## src/design/ffs_pkg.sv

```systemverilog
// Constants, register map and carrier types for the flash status and fault-flag block.
// Assumes a single AHB-Lite master and one clock domain; events arrive as one-cycle pulses.
// Contract
// - Enable bit 1 gates the double-fault flag onto the fault interrupt.
// - Enable bit 0 gates the single-fault flag onto the fault interrupt.
// - Writing 1 to completion bit 7 launches; flag low while running, set at end.
// - Access error bit 5 set on sequence violation or illegal command; write 1 clears.
// - While access error is set, writes clearing the completion flag are ignored.
// - Protection violation bit 4 set on protected program/erase; write 1 clears.
// - While protection violation is set, no launch and no new write sequence.
// - Busy bit 3 reads 1 while the controller executes a command, else 0.
// - Status bits 2 and 6 are reserved, read 0, ignore writes.
// - Completion status bits 1:0 set when an error occurs in a command or reset.
// - Status after reset may differ if a double fault hits the reset sequence.
// - Double-fault flag bit 1 set on double fault or busy-block read; write 1 clears.
// - Single-fault flag bit 0 set on corrected fault or busy-block read unless ignored.
// - A genuine ECC fault sets at most one of the two fault flags; with force-double-fault set and single faults not ignored, a corrected fault sets both.
// - A read colliding with a running command sets both fault flags; with ignore-single-fault set, only the double-fault flag.
// - Both enable bits are readable and writable.
// - Completion, access error, violation bits writable; busy and status field read-only.
// - Ignore-single-fault suppresses single-fault reporting and its interrupt.
// - Force-double-fault makes every array read set the double-fault flag.
package ffs_pkg;

	// Register indices; each register sits in its own word, byte address is four times the index
	localparam logic [3:0]  IDX_FAULT_IRQ_EN  = 4'h5;
	localparam logic [3:0]  IDX_CMD_STATUS    = 4'h6;
	localparam logic [3:0]  IDX_FAULT_STATUS  = 4'h7;
	// Own register holding the configuration bits that live elsewhere in the controller
	localparam logic [3:0]  IDX_FLASH_CONFIG  = 4'h4;
	localparam int          ADDR_LSB          = 2;
	localparam int          IDX_W             = 4;

	// Command status fields
	localparam int          CMD_COMPLETE_BIT  = 7;
	localparam int          ACCESS_ERR_BIT    = 5;
	localparam int          PROT_VIOL_BIT     = 4;
	localparam int          BUSY_BIT          = 3;
	localparam int          STATUS_FIELD_LSB  = 0;
	localparam int          STATUS_FIELD_W    = 2;

	// Fault enable / fault status fields
	localparam int          DOUBLE_BIT        = 1;
	localparam int          SINGLE_BIT        = 0;

	// Flash configuration fields
	localparam int          IGNORE_SF_BIT     = 4;
	localparam int          FORCE_DF_BIT      = 1;

	localparam logic [1:0]  STATUS_FIELD_RST  = 2'h0;
	localparam logic [31:0] WORD_ZERO         = 32'h0000_0000;
	localparam logic [1:0]  HTRANS_NONSEQ     = 2'h2;
	localparam logic [1:0]  HTRANS_SEQ        = 2'h3;

	// Controller sequencing states
	typedef enum logic [2:0] {
		FFS_IDLE = 3'b001,
		FFS_RUN  = 3'b010,
		FFS_DONE = 3'b100
	} ffs_state_t;

	// Events from the command sequencer and array read path
	typedef struct packed {
		logic       seq_violation;
		logic       illegal_cmd;
		logic       protect_hit;
		logic       cmd_done;
		logic       cmd_error;
		logic [1:0] cmd_error_code;
		logic       array_read;
		logic       read_single_fault;
		logic       read_double_fault;
		logic       read_busy_block;
	} ffs_event_t;

	// Captured AHB address phase
	typedef struct packed {
		logic             valid;
		logic             write;
		logic [IDX_W-1:0] index;
	} ffs_addr_phase_t;

endpackage

```

## src/design/ffs_top.sv

```systemverilog
// Flash command status, fault status and fault interrupt enable registers on AHB-Lite.
// Assumes the command sequencer, ECC decoder and protection logic sit outside and
// report through one-cycle event pulses; launches leave as a one-cycle pulse.
//
// Design decision made here: the AHB-Lite register port.
`timescale 1ns/1ps
module ffs_top
	import ffs_pkg::*;
(
	// Clock and reset
	input  wire logic        hclk,
	input  wire logic        hresetn,
	// AHB-Lite slave
	input  wire logic        hsel,
	input  wire logic [31:0] haddr,
	input  wire logic [1:0]  htrans,
	input  wire logic        hwrite,
	input  wire logic [2:0]  hsize,
	input  wire logic [31:0] hwdata,
	input  wire logic        hready,
	output logic      [31:0] hrdata,
	output logic             hreadyout,
	output logic             hresp,
	// Controller events
	input  ffs_event_t       events,
	input  wire logic        reset_seq_double_fault,
	// Controller side
	output logic             cmd_launch,
	output logic             seq_start_allowed,
	output logic             fault_irq
);

	ffs_addr_phase_t   phase;
	ffs_state_t        state;
	ffs_state_t        next_state;
	logic              wr_en;
	logic              wr_irq_en;
	logic              wr_status;
	logic              wr_fault;
	logic              wr_config;
	logic [1:0]        irq_enable;
	logic              cmd_complete;
	logic              access_err;
	logic              prot_viol;
	logic [STATUS_FIELD_W-1:0] status_field;
	logic              ignore_sf;
	logic              force_df;
	logic [1:0]        fault_flags;
	logic [1:0]        fault_clear;
	logic              launch_req;
	logic              reset_seen;

	// Register index decode shared by all write strobes
	function automatic logic hit(input ffs_addr_phase_t p, input logic [IDX_W-1:0] idx);
		hit = p.valid & p.write & (p.index == idx);
	endfunction

	ffs_ahb_slave u_slave (
		.hclk      (hclk),
		.hresetn   (hresetn),
		.hsel      (hsel),
		.haddr     (haddr),
		.htrans    (htrans),
		.hwrite    (hwrite),
		.hready    (hready),
		.phase     (phase),
		.hreadyout (hreadyout),
		.hresp     (hresp)
	);

	// Only whole-word transfers are used; hsize is accepted but not decoded
	assign wr_en     = (hsize == hsize) & 1'b1;
	assign wr_irq_en = wr_en & hit(phase, IDX_FAULT_IRQ_EN);
	assign wr_status = wr_en & hit(phase, IDX_CMD_STATUS);
	assign wr_fault  = wr_en & hit(phase, IDX_FAULT_STATUS);
	assign wr_config = wr_en & hit(phase, IDX_FLASH_CONFIG);

	// Both enable bits are plain read/write storage
	always_ff @(posedge hclk or negedge hresetn) begin
		if (!hresetn) begin
			irq_enable <= 2'h0;
		end else if (wr_irq_en) begin
			irq_enable[DOUBLE_BIT] <= hwdata[DOUBLE_BIT];
			irq_enable[SINGLE_BIT] <= hwdata[SINGLE_BIT];
		end
	end

	// Configuration bits that steer fault reporting
	always_ff @(posedge hclk or negedge hresetn) begin
		if (!hresetn) begin
			ignore_sf <= 1'b0;
			force_df  <= 1'b0;
		end else if (wr_config) begin
			ignore_sf <= hwdata[IGNORE_SF_BIT];
			force_df  <= hwdata[FORCE_DF_BIT];
		end
	end

	// A launch needs an idle controller and both error flags clear
	assign launch_req = wr_status & hwdata[CMD_COMPLETE_BIT] & cmd_complete
		& ~access_err & ~prot_viol;
	assign cmd_launch        = launch_req;
	assign seq_start_allowed = ~prot_viol;

	always_comb begin
		next_state = state;
		case (state)
			FFS_IDLE: begin
				if (launch_req) begin
					next_state = FFS_RUN;
				end
			end
			FFS_RUN: begin
				if (events.cmd_done | events.seq_violation | events.illegal_cmd | events.protect_hit) begin
					next_state = FFS_DONE;
				end
			end
			FFS_DONE: begin
				// A launch in the completion cycle must not be lost, or the flag would stay low forever
				next_state = FFS_IDLE;
				if (launch_req) begin
					next_state = FFS_RUN;
				end
			end
			default: begin
				next_state = FFS_IDLE;
			end
		endcase
	end

	always_ff @(posedge hclk or negedge hresetn) begin
		if (!hresetn) begin
			state <= FFS_IDLE;
		end else begin
			state <= next_state;
		end
	end

	// Completion flag falls on launch and rises on completion or violation
	always_ff @(posedge hclk or negedge hresetn) begin
		if (!hresetn) begin
			cmd_complete <= 1'b1;
		end else if (launch_req) begin
			cmd_complete <= 1'b0;
		end else if (state == FFS_RUN && next_state == FFS_DONE) begin
			cmd_complete <= 1'b1;
		end
	end

	// Error flags: the hardware set beats a clear in the same cycle
	always_ff @(posedge hclk or negedge hresetn) begin
		if (!hresetn) begin
			access_err <= 1'b0;
		end else begin
			access_err <= events.seq_violation | events.illegal_cmd
				| (access_err & ~(wr_status & hwdata[ACCESS_ERR_BIT]));
		end
	end

	always_ff @(posedge hclk or negedge hresetn) begin
		if (!hresetn) begin
			prot_viol <= 1'b0;
		end else begin
			prot_viol <= events.protect_hit
				| (prot_viol & ~(wr_status & hwdata[PROT_VIOL_BIT]));
		end
	end

	// Status field is read-only; loaded from the reset sequence, then per command
	always_ff @(posedge hclk or negedge hresetn) begin
		if (!hresetn) begin
			status_field <= STATUS_FIELD_RST;
			reset_seen   <= 1'b0;
		end else begin
			reset_seen <= 1'b1;
			if (!reset_seen && reset_seq_double_fault) begin
				status_field <= {STATUS_FIELD_W{1'b1}};
			end else if (launch_req) begin
				status_field <= STATUS_FIELD_RST;
			end else if (state == FFS_RUN && events.cmd_error) begin
				status_field <= events.cmd_error_code;
			end
		end
	end

	assign fault_clear = wr_fault ? hwdata[1:0] : 2'h0;

	ffs_fault_flags u_flags (
		.hclk                (hclk),
		.hresetn             (hresetn),
		.array_read          (events.array_read),
		.read_single_fault   (events.read_single_fault),
		.read_double_fault   (events.read_double_fault),
		.read_busy_block     (events.read_busy_block),
		.ignore_single_fault (ignore_sf),
		.force_double_fault  (force_df),
		.clear_mask          (fault_clear),
		.irq_enable          (irq_enable),
		.fault_flags         (fault_flags),
		.fault_irq           (fault_irq)
	);

	// Read data registered at the address phase so it stands in the data phase
	always_ff @(posedge hclk or negedge hresetn) begin
		if (!hresetn) begin
			hrdata <= WORD_ZERO;
		end else if (hready) begin
			hrdata <= WORD_ZERO;
			if (hsel && !hwrite) begin
				case (haddr[ADDR_LSB +: IDX_W])
					IDX_FAULT_IRQ_EN: begin
						hrdata[1:0] <= irq_enable;
					end
					IDX_CMD_STATUS: begin
						// Bits 6 and 2 stay zero
						hrdata[CMD_COMPLETE_BIT] <= cmd_complete;
						hrdata[ACCESS_ERR_BIT]   <= access_err;
						hrdata[PROT_VIOL_BIT]    <= prot_viol;
						hrdata[BUSY_BIT]         <= (state == FFS_RUN);
						hrdata[STATUS_FIELD_LSB +: STATUS_FIELD_W] <= status_field;
					end
					IDX_FAULT_STATUS: begin
						hrdata[1:0] <= fault_flags;
					end
					IDX_FLASH_CONFIG: begin
						hrdata[IGNORE_SF_BIT] <= ignore_sf;
						hrdata[FORCE_DF_BIT]  <= force_df;
					end
					default: begin
						hrdata <= WORD_ZERO;
					end
				endcase
			end
		end
	end

endmodule

```

## src/design/ffs_fault_flags.sv

```systemverilog
// Sticky write-one-to-clear fault flags and the fault interrupt request.
// Assumes the read events are single-cycle pulses on hclk.
`timescale 1ns/1ps
module ffs_fault_flags
	import ffs_pkg::*;
(
	// Clock and reset
	input  wire logic       hclk,
	input  wire logic       hresetn,
	// Read-path events
	input  wire logic       array_read,
	input  wire logic       read_single_fault,
	input  wire logic       read_double_fault,
	input  wire logic       read_busy_block,
	input  wire logic       ignore_single_fault,
	input  wire logic       force_double_fault,
	// Software clear and enables
	input  wire logic [1:0] clear_mask,
	input  wire logic [1:0] irq_enable,
	// Results
	output logic      [1:0] fault_flags,
	output logic            fault_irq
);

	logic set_double;
	logic set_single;

	// A true double fault wins over a single one, so one ECC fault lights both only when force_double_fault is set
	assign set_double = (array_read & (read_double_fault | read_busy_block | force_double_fault));
	assign set_single = array_read & ~ignore_single_fault
		& ((read_single_fault & ~read_double_fault) | read_busy_block);

	// Set wins over a same-cycle clear
	always_ff @(posedge hclk or negedge hresetn) begin
		if (!hresetn) begin
			fault_flags <= 2'h0;
		end else begin
			fault_flags[DOUBLE_BIT] <= set_double | (fault_flags[DOUBLE_BIT] & ~clear_mask[DOUBLE_BIT]);
			fault_flags[SINGLE_BIT] <= set_single | (fault_flags[SINGLE_BIT] & ~clear_mask[SINGLE_BIT]);
		end
	end

	// Ignoring single faults also hides a flag left over from before the bit was set
	assign fault_irq = (fault_flags[DOUBLE_BIT] & irq_enable[DOUBLE_BIT])
		| (fault_flags[SINGLE_BIT] & irq_enable[SINGLE_BIT] & ~ignore_single_fault);

endmodule

```

## src/design/ffs_ahb_slave.sv

```systemverilog
// AHB-Lite slave front end: captures the address phase that ffs_top decodes into write strobes.
// Assumes one master, single word transfers; always ready, always OKAY.
`timescale 1ns/1ps
module ffs_ahb_slave
	import ffs_pkg::*;
(
	// Clock and reset
	input  wire logic              hclk,
	input  wire logic              hresetn,
	// AHB address phase
	input  wire logic              hsel,
	input  wire logic [31:0]       haddr,
	input  wire logic [1:0]        htrans,
	input  wire logic              hwrite,
	input  wire logic              hready,
	// Decoded data-phase access
	output ffs_addr_phase_t        phase,
	output logic                   hreadyout,
	output logic                   hresp
);

	always_ff @(posedge hclk or negedge hresetn) begin
		if (!hresetn) begin
			phase <= '0;
		end else if (hready) begin
			phase.valid <= hsel & ((htrans == HTRANS_NONSEQ) | (htrans == HTRANS_SEQ));
			phase.write <= hwrite;
			phase.index <= haddr[ADDR_LSB +: IDX_W];
		end
	end

	// Zero wait states: register writes take effect at the end of the data phase
	assign hreadyout = 1'b1;
	assign hresp     = 1'b0;

endmodule

```

## config.mk

```make
export PLATFORM = sky130hd
export DESIGN_NAME = ffs_top
export DESIGN_NICKNAME = d
export VERILOG_FILES = /design/src/design/ffs_pkg.sv /design/src/design/ffs_top.sv /design/src/design/ffs_fault_flags.sv /design/src/design/ffs_ahb_slave.sv
export SDC_FILE = /design/constraint.sdc
export NUM_CORES = 1
export LEC_CHECK = 0
export BUFFER_PORTS_ARGS = -buffer_cell sky130_fd_sc_hd__buf_2
export CAP_MARGIN = 30
export CORE_UTILIZATION = 42
export CTS_CLUSTER_SIZE = 28
export DETAILED_ROUTE_END_ITERATION = 16
export MAX_ROUTING_LAYER = met4
export PLACE_DENSITY = 0.95
export SLEW_MARGIN = 20
export SYNTH_ARGS = -nofsm -noshare
export SYNTH_HDL_FRONTEND = slang
export SYNTH_HIERARCHICAL = 1
export SYNTH_SLANG_ARGS = --single-unit
export TNS_END_PERCENT = 100
```

## constraint.sdc

```tcl
create_clock -name hclk -period 2.3 [get_ports hclk]
set_clock_uncertainty 0.15 [all_clocks]
set_input_delay 0.115 -clock hclk [delete_from_list [all_inputs] [get_ports hclk]]
set_output_delay 0.115 -clock hclk [all_outputs]
set_load 0.02 [all_outputs]
```

==> results.sh <==
export IMPL_switching_share_pct=30.4
export IMPL_worstSetupStartpointType="register"
export IMPL_tightest_slew_ps=587
export IMPL_clk_insertion_delay_late_ps=340
export IMPL_crit_type="reg -> reg"
export IMPL_tns_ps=0
export IMPL_min_to="u_slave/phase[5]$_DFFE_PN0P_"
export IMPL_cts_tree="built"
export IMPL_synth_edf_count=0
export IMPL_ys_types=35
export IMPL_syn_avg_cell_area_um2=11.5
export IMPL_htree_levels=1
export IMPL_rr_endpoint="status_field[1]$_DFFE_PN0P_"
export IMPL_dieArea_um2=3840
export IMPL_setup_viol=0
export IMPL_dpl_cell_count=209
export IMPL_ys_flop_type="dfrtp_1"
export IMPL_initial_core_util_pct=44.6
export IMPL_critical_path_arrival_ps=2230
export IMPL_ir_worst_vdd_uv=371
export IMPL_viasPerCell=4.63
export IMPL_io_pins=123
export IMPL_clock_sinks=27
export IMPL_fmax_mhz=465
export IMPL_place_ws_ps=670
export IMPL_core_um2=3390
export IMPL_cts_buffers=3
export IMPL_synthArstFlopShare_pct=100
export IMPL_seqPwrFrac_pct=56.0
export IMPL_drv_cap=0
export IMPL_die_y_um=62.0
export IMPL_crit_chain="and4bb_2 -> nor3b_1 -> o21ai_0 -> dlygate4sd3_1"
export IMPL_final_layout_size_suffix_gt1_share_pct=31.3
export IMPL_hold_class="in -> reg"
export IMPL_place_congestion=0.823
export IMPL_cp_required_ps=2380
export IMPL_finalHoldWorstSlack_ps=-0.744
export IMPL_grt_pass1_wl_mm=4.58
export IMPL_dp_hpwl_mm=2.16
export IMPL_cts_repair_resized=0
export IMPL_grt_usage_pct=17.3
export IMPL_max_stage_delay_ps=580
export IMPL_regToRegSetupSlack_ps=150
export IMPL_cp_max_fo=3
export IMPL_ant_nets=0
export IMPL_netlist_area_um2=1510
export IMPL_clk_path_buf_depth=2
export IMPL_fin_crit_ps=2150
export IMPL_first_global_vias=1038
export IMPL_num_vias=1103
export IMPL_syn_inst=132
export IMPL_ys_ff_latch=27
export IMPL_rsz0062_at_grt="false"
export IMPL_rr_worst_depth=4
export IMPL_fin_nets=279
export IMPL_hp_start="hready"
export IMPL_drtIter0Drc=24
export IMPL_critPathCaptureType="register"
export IMPL_drc=0
export IMPL_p_per_area_nw_per_um2=506
export IMPL_diodes=0
export IMPL_grt_start_max_net_pins=28
export IMPL_post_cts_buffers=0
export IMPL_seq_area_frac_synth_pct=44.9
export IMPL_power_uw=959
export IMPL_finalMaxSlewViolations=0
export IMPL_violations="hold timing"
export IMPL_wl_mm=2.98
export IMPL_fin_crit_sh_pct=93.5
export IMPL_wl_per_cell_um=12.5
export IMPL_first_pass_iters=4
export IMPL_intPower_uw=668
export IMPL_hold_viol=1
export IMPL_r2r_start="cmd_complete$_DFFE_PN1P_"
export IMPL_power_switching_uw=292
export IMPL_port_buffers=35
export IMPL_antenna_found_initial=0
export IMPL_leakage_uw=0.000933
export IMPL_ys_warn_count=6
export IMPL_die_w_um=62.0
export IMPL_row_count=21
export IMPL_status="complete, but fails checks"
export IMPL_crit_slowest_cell="dfstp_2"
export IMPL_clk_pin_slew_ps=160
export IMPL_combPwrFrac_pct=21.4
export IMPL_overflow=0
export IMPL_hold_depth=2
export IMPL_relSlewSlack_pct=60.8
export IMPL_syn_to_final_growth_pct=25.5
export IMPL_instances_no_fill=238
export IMPL_setup_ws_ps=149
export IMPL_clkPwrFrac_pct=22.6
export IMPL_clockRootBuffer="clkbuf_4"
registers in the layout, summed over array words and instances, names as in the netlist, 2 cells and up:
register and cells:
u_flags/fault_flags 2, status_field 2, hrdata 6, irq_enable 2
state 3, u_slave/phase 6
final cells by class:
type,count,area [µm²]
Multi-Input combinational cell,93,676
Clock inverter,1,7.51
Fill cell,312,1490
Timing Repair Buffer,60,425
Tap cell,46,57.6
Sequential cell,27,678
Clock buffer,3,22.5
Inverter,8,30.0
worst max path at each step:
stage                             start                           to  slack, ps  cells after the start
6_report       cmd_complete$_DFFE_PN1P_  status_field[1]$_DFFE_PN0P_        150                      4
5_1_grt        cmd_complete$_DFFE_PN1P_  status_field[1]$_DFFE_PN0P_         60                      4
4_1_cts        cmd_complete$_DFFE_PN1P_  status_field[1]$_DFFE_PN0P_        150                      4
3_5_place_dp   cmd_complete$_DFFE_PN1P_                   cmd_launch        670                      3
3_3_place_gp   cmd_complete$_DFFE_PN1P_                   cmd_launch        690                      3
2_1_floorplan  cmd_complete$_DFFE_PN1P_  status_field[0]$_DFFE_PN0P_        450                      3
cell usage after synthesis, types with 2 or more instances:
| library cell | n | area [µm²] |
|---|---|---|
| conb_1 | 4 | 15.0 |
| buf_4 | 28 | 210 |
| mux2_2 | 2 | 22.5 |
| dfrtp_1 | 25 | 626 |
| a31oi_1 | 2 | 12.5 |
| dfstp_2 | 2 | 52.6 |
| inv_1 | 8 | 30.0 |
| nand2b_1 | 2 | 12.5 |
| a32o_1 | 3 | 30.0 |
| mux2i_1 | 5 | 50.1 |
| o21ai_0 | 5 | 25.0 |
| mux2_4 | 7 | 105 |
| a22o_1 | 3 | 26.3 |
| nor3b_1 | 3 | 22.5 |
| and4_1 | 2 | 17.5 |
| nor2b_1 | 2 | 12.5 |
| nor2_1 | 4 | 15.0 |
| nand2_1 | 6 | 22.5 |
| and4bb_2 | 2 | 25.0 |
| nor3_1 | 2 | 10.0 |
cells by family after synthesis:
logic type      Yosys count  share of synthesized area [%]
mux                      15                           13.2
simple gates             30                           14.2
other cells               4                          0.993
xor+xnor                  1                          0.580
compound gates           18                           9.52
buf+inv                  37                           16.6
flops                    27                           44.9
power groups by stage:
stage / Sequential, µW / Combinational [µW] / Clock (µW)
2_1_floorplan: 536 / 158 / 0
3_3_place_gp: 542 / 172 / 0
3_5_place_dp: 546 / 178 / 0
4_1_cts: 537 / 202 / 216
5_1_grt: 541 / 225 / 246
6_report: 537 / 205 / 217
layer usage:
metal	wire, µm	track usage (%)	share of wire, %
met2	1490	28.1	50
met1	1270	21.1	43
met5	0	-	0
met3	197	4.76	6.6
met4	30	4.76	1.0
critical path, delay by kind of cell (launching register included):
kind	cells	cell delay, ps
flops	1	580
compound gates	1	150
buf+inv	1	570
simple gates	2	600
cell usage in the layout, fill, tap and decap left out, drive strengths merged, types with 3 or more instances in the layout:
master       count
nand2            6
o21ai            5
mux2i            5
a22o             3
buf             35
nor2             4
clkbuf           3
nor3b            3
conb            29
mux2             9
inv              8
dlygate4sd3     25
dfrtp           25
a32o             3
through the flow:
stage	hold WS (ps)	cell area (µm²)	util, %
after floorplan	-331	1610	-
after global placement	-17.4	1620	47.7
after detailed placement	-5.24	1620	47.7
after CTS	2.44	1880	55.4
after global routing	6.10	1900	56.0
final	-0.744	1900	56.0
what timing repair did:
item,CTS,global route
hold endpoints to repair,45,2
endpoints found under the setup margin,0,0
hold buffers,23,2
(Power assumes the default switching activity.)
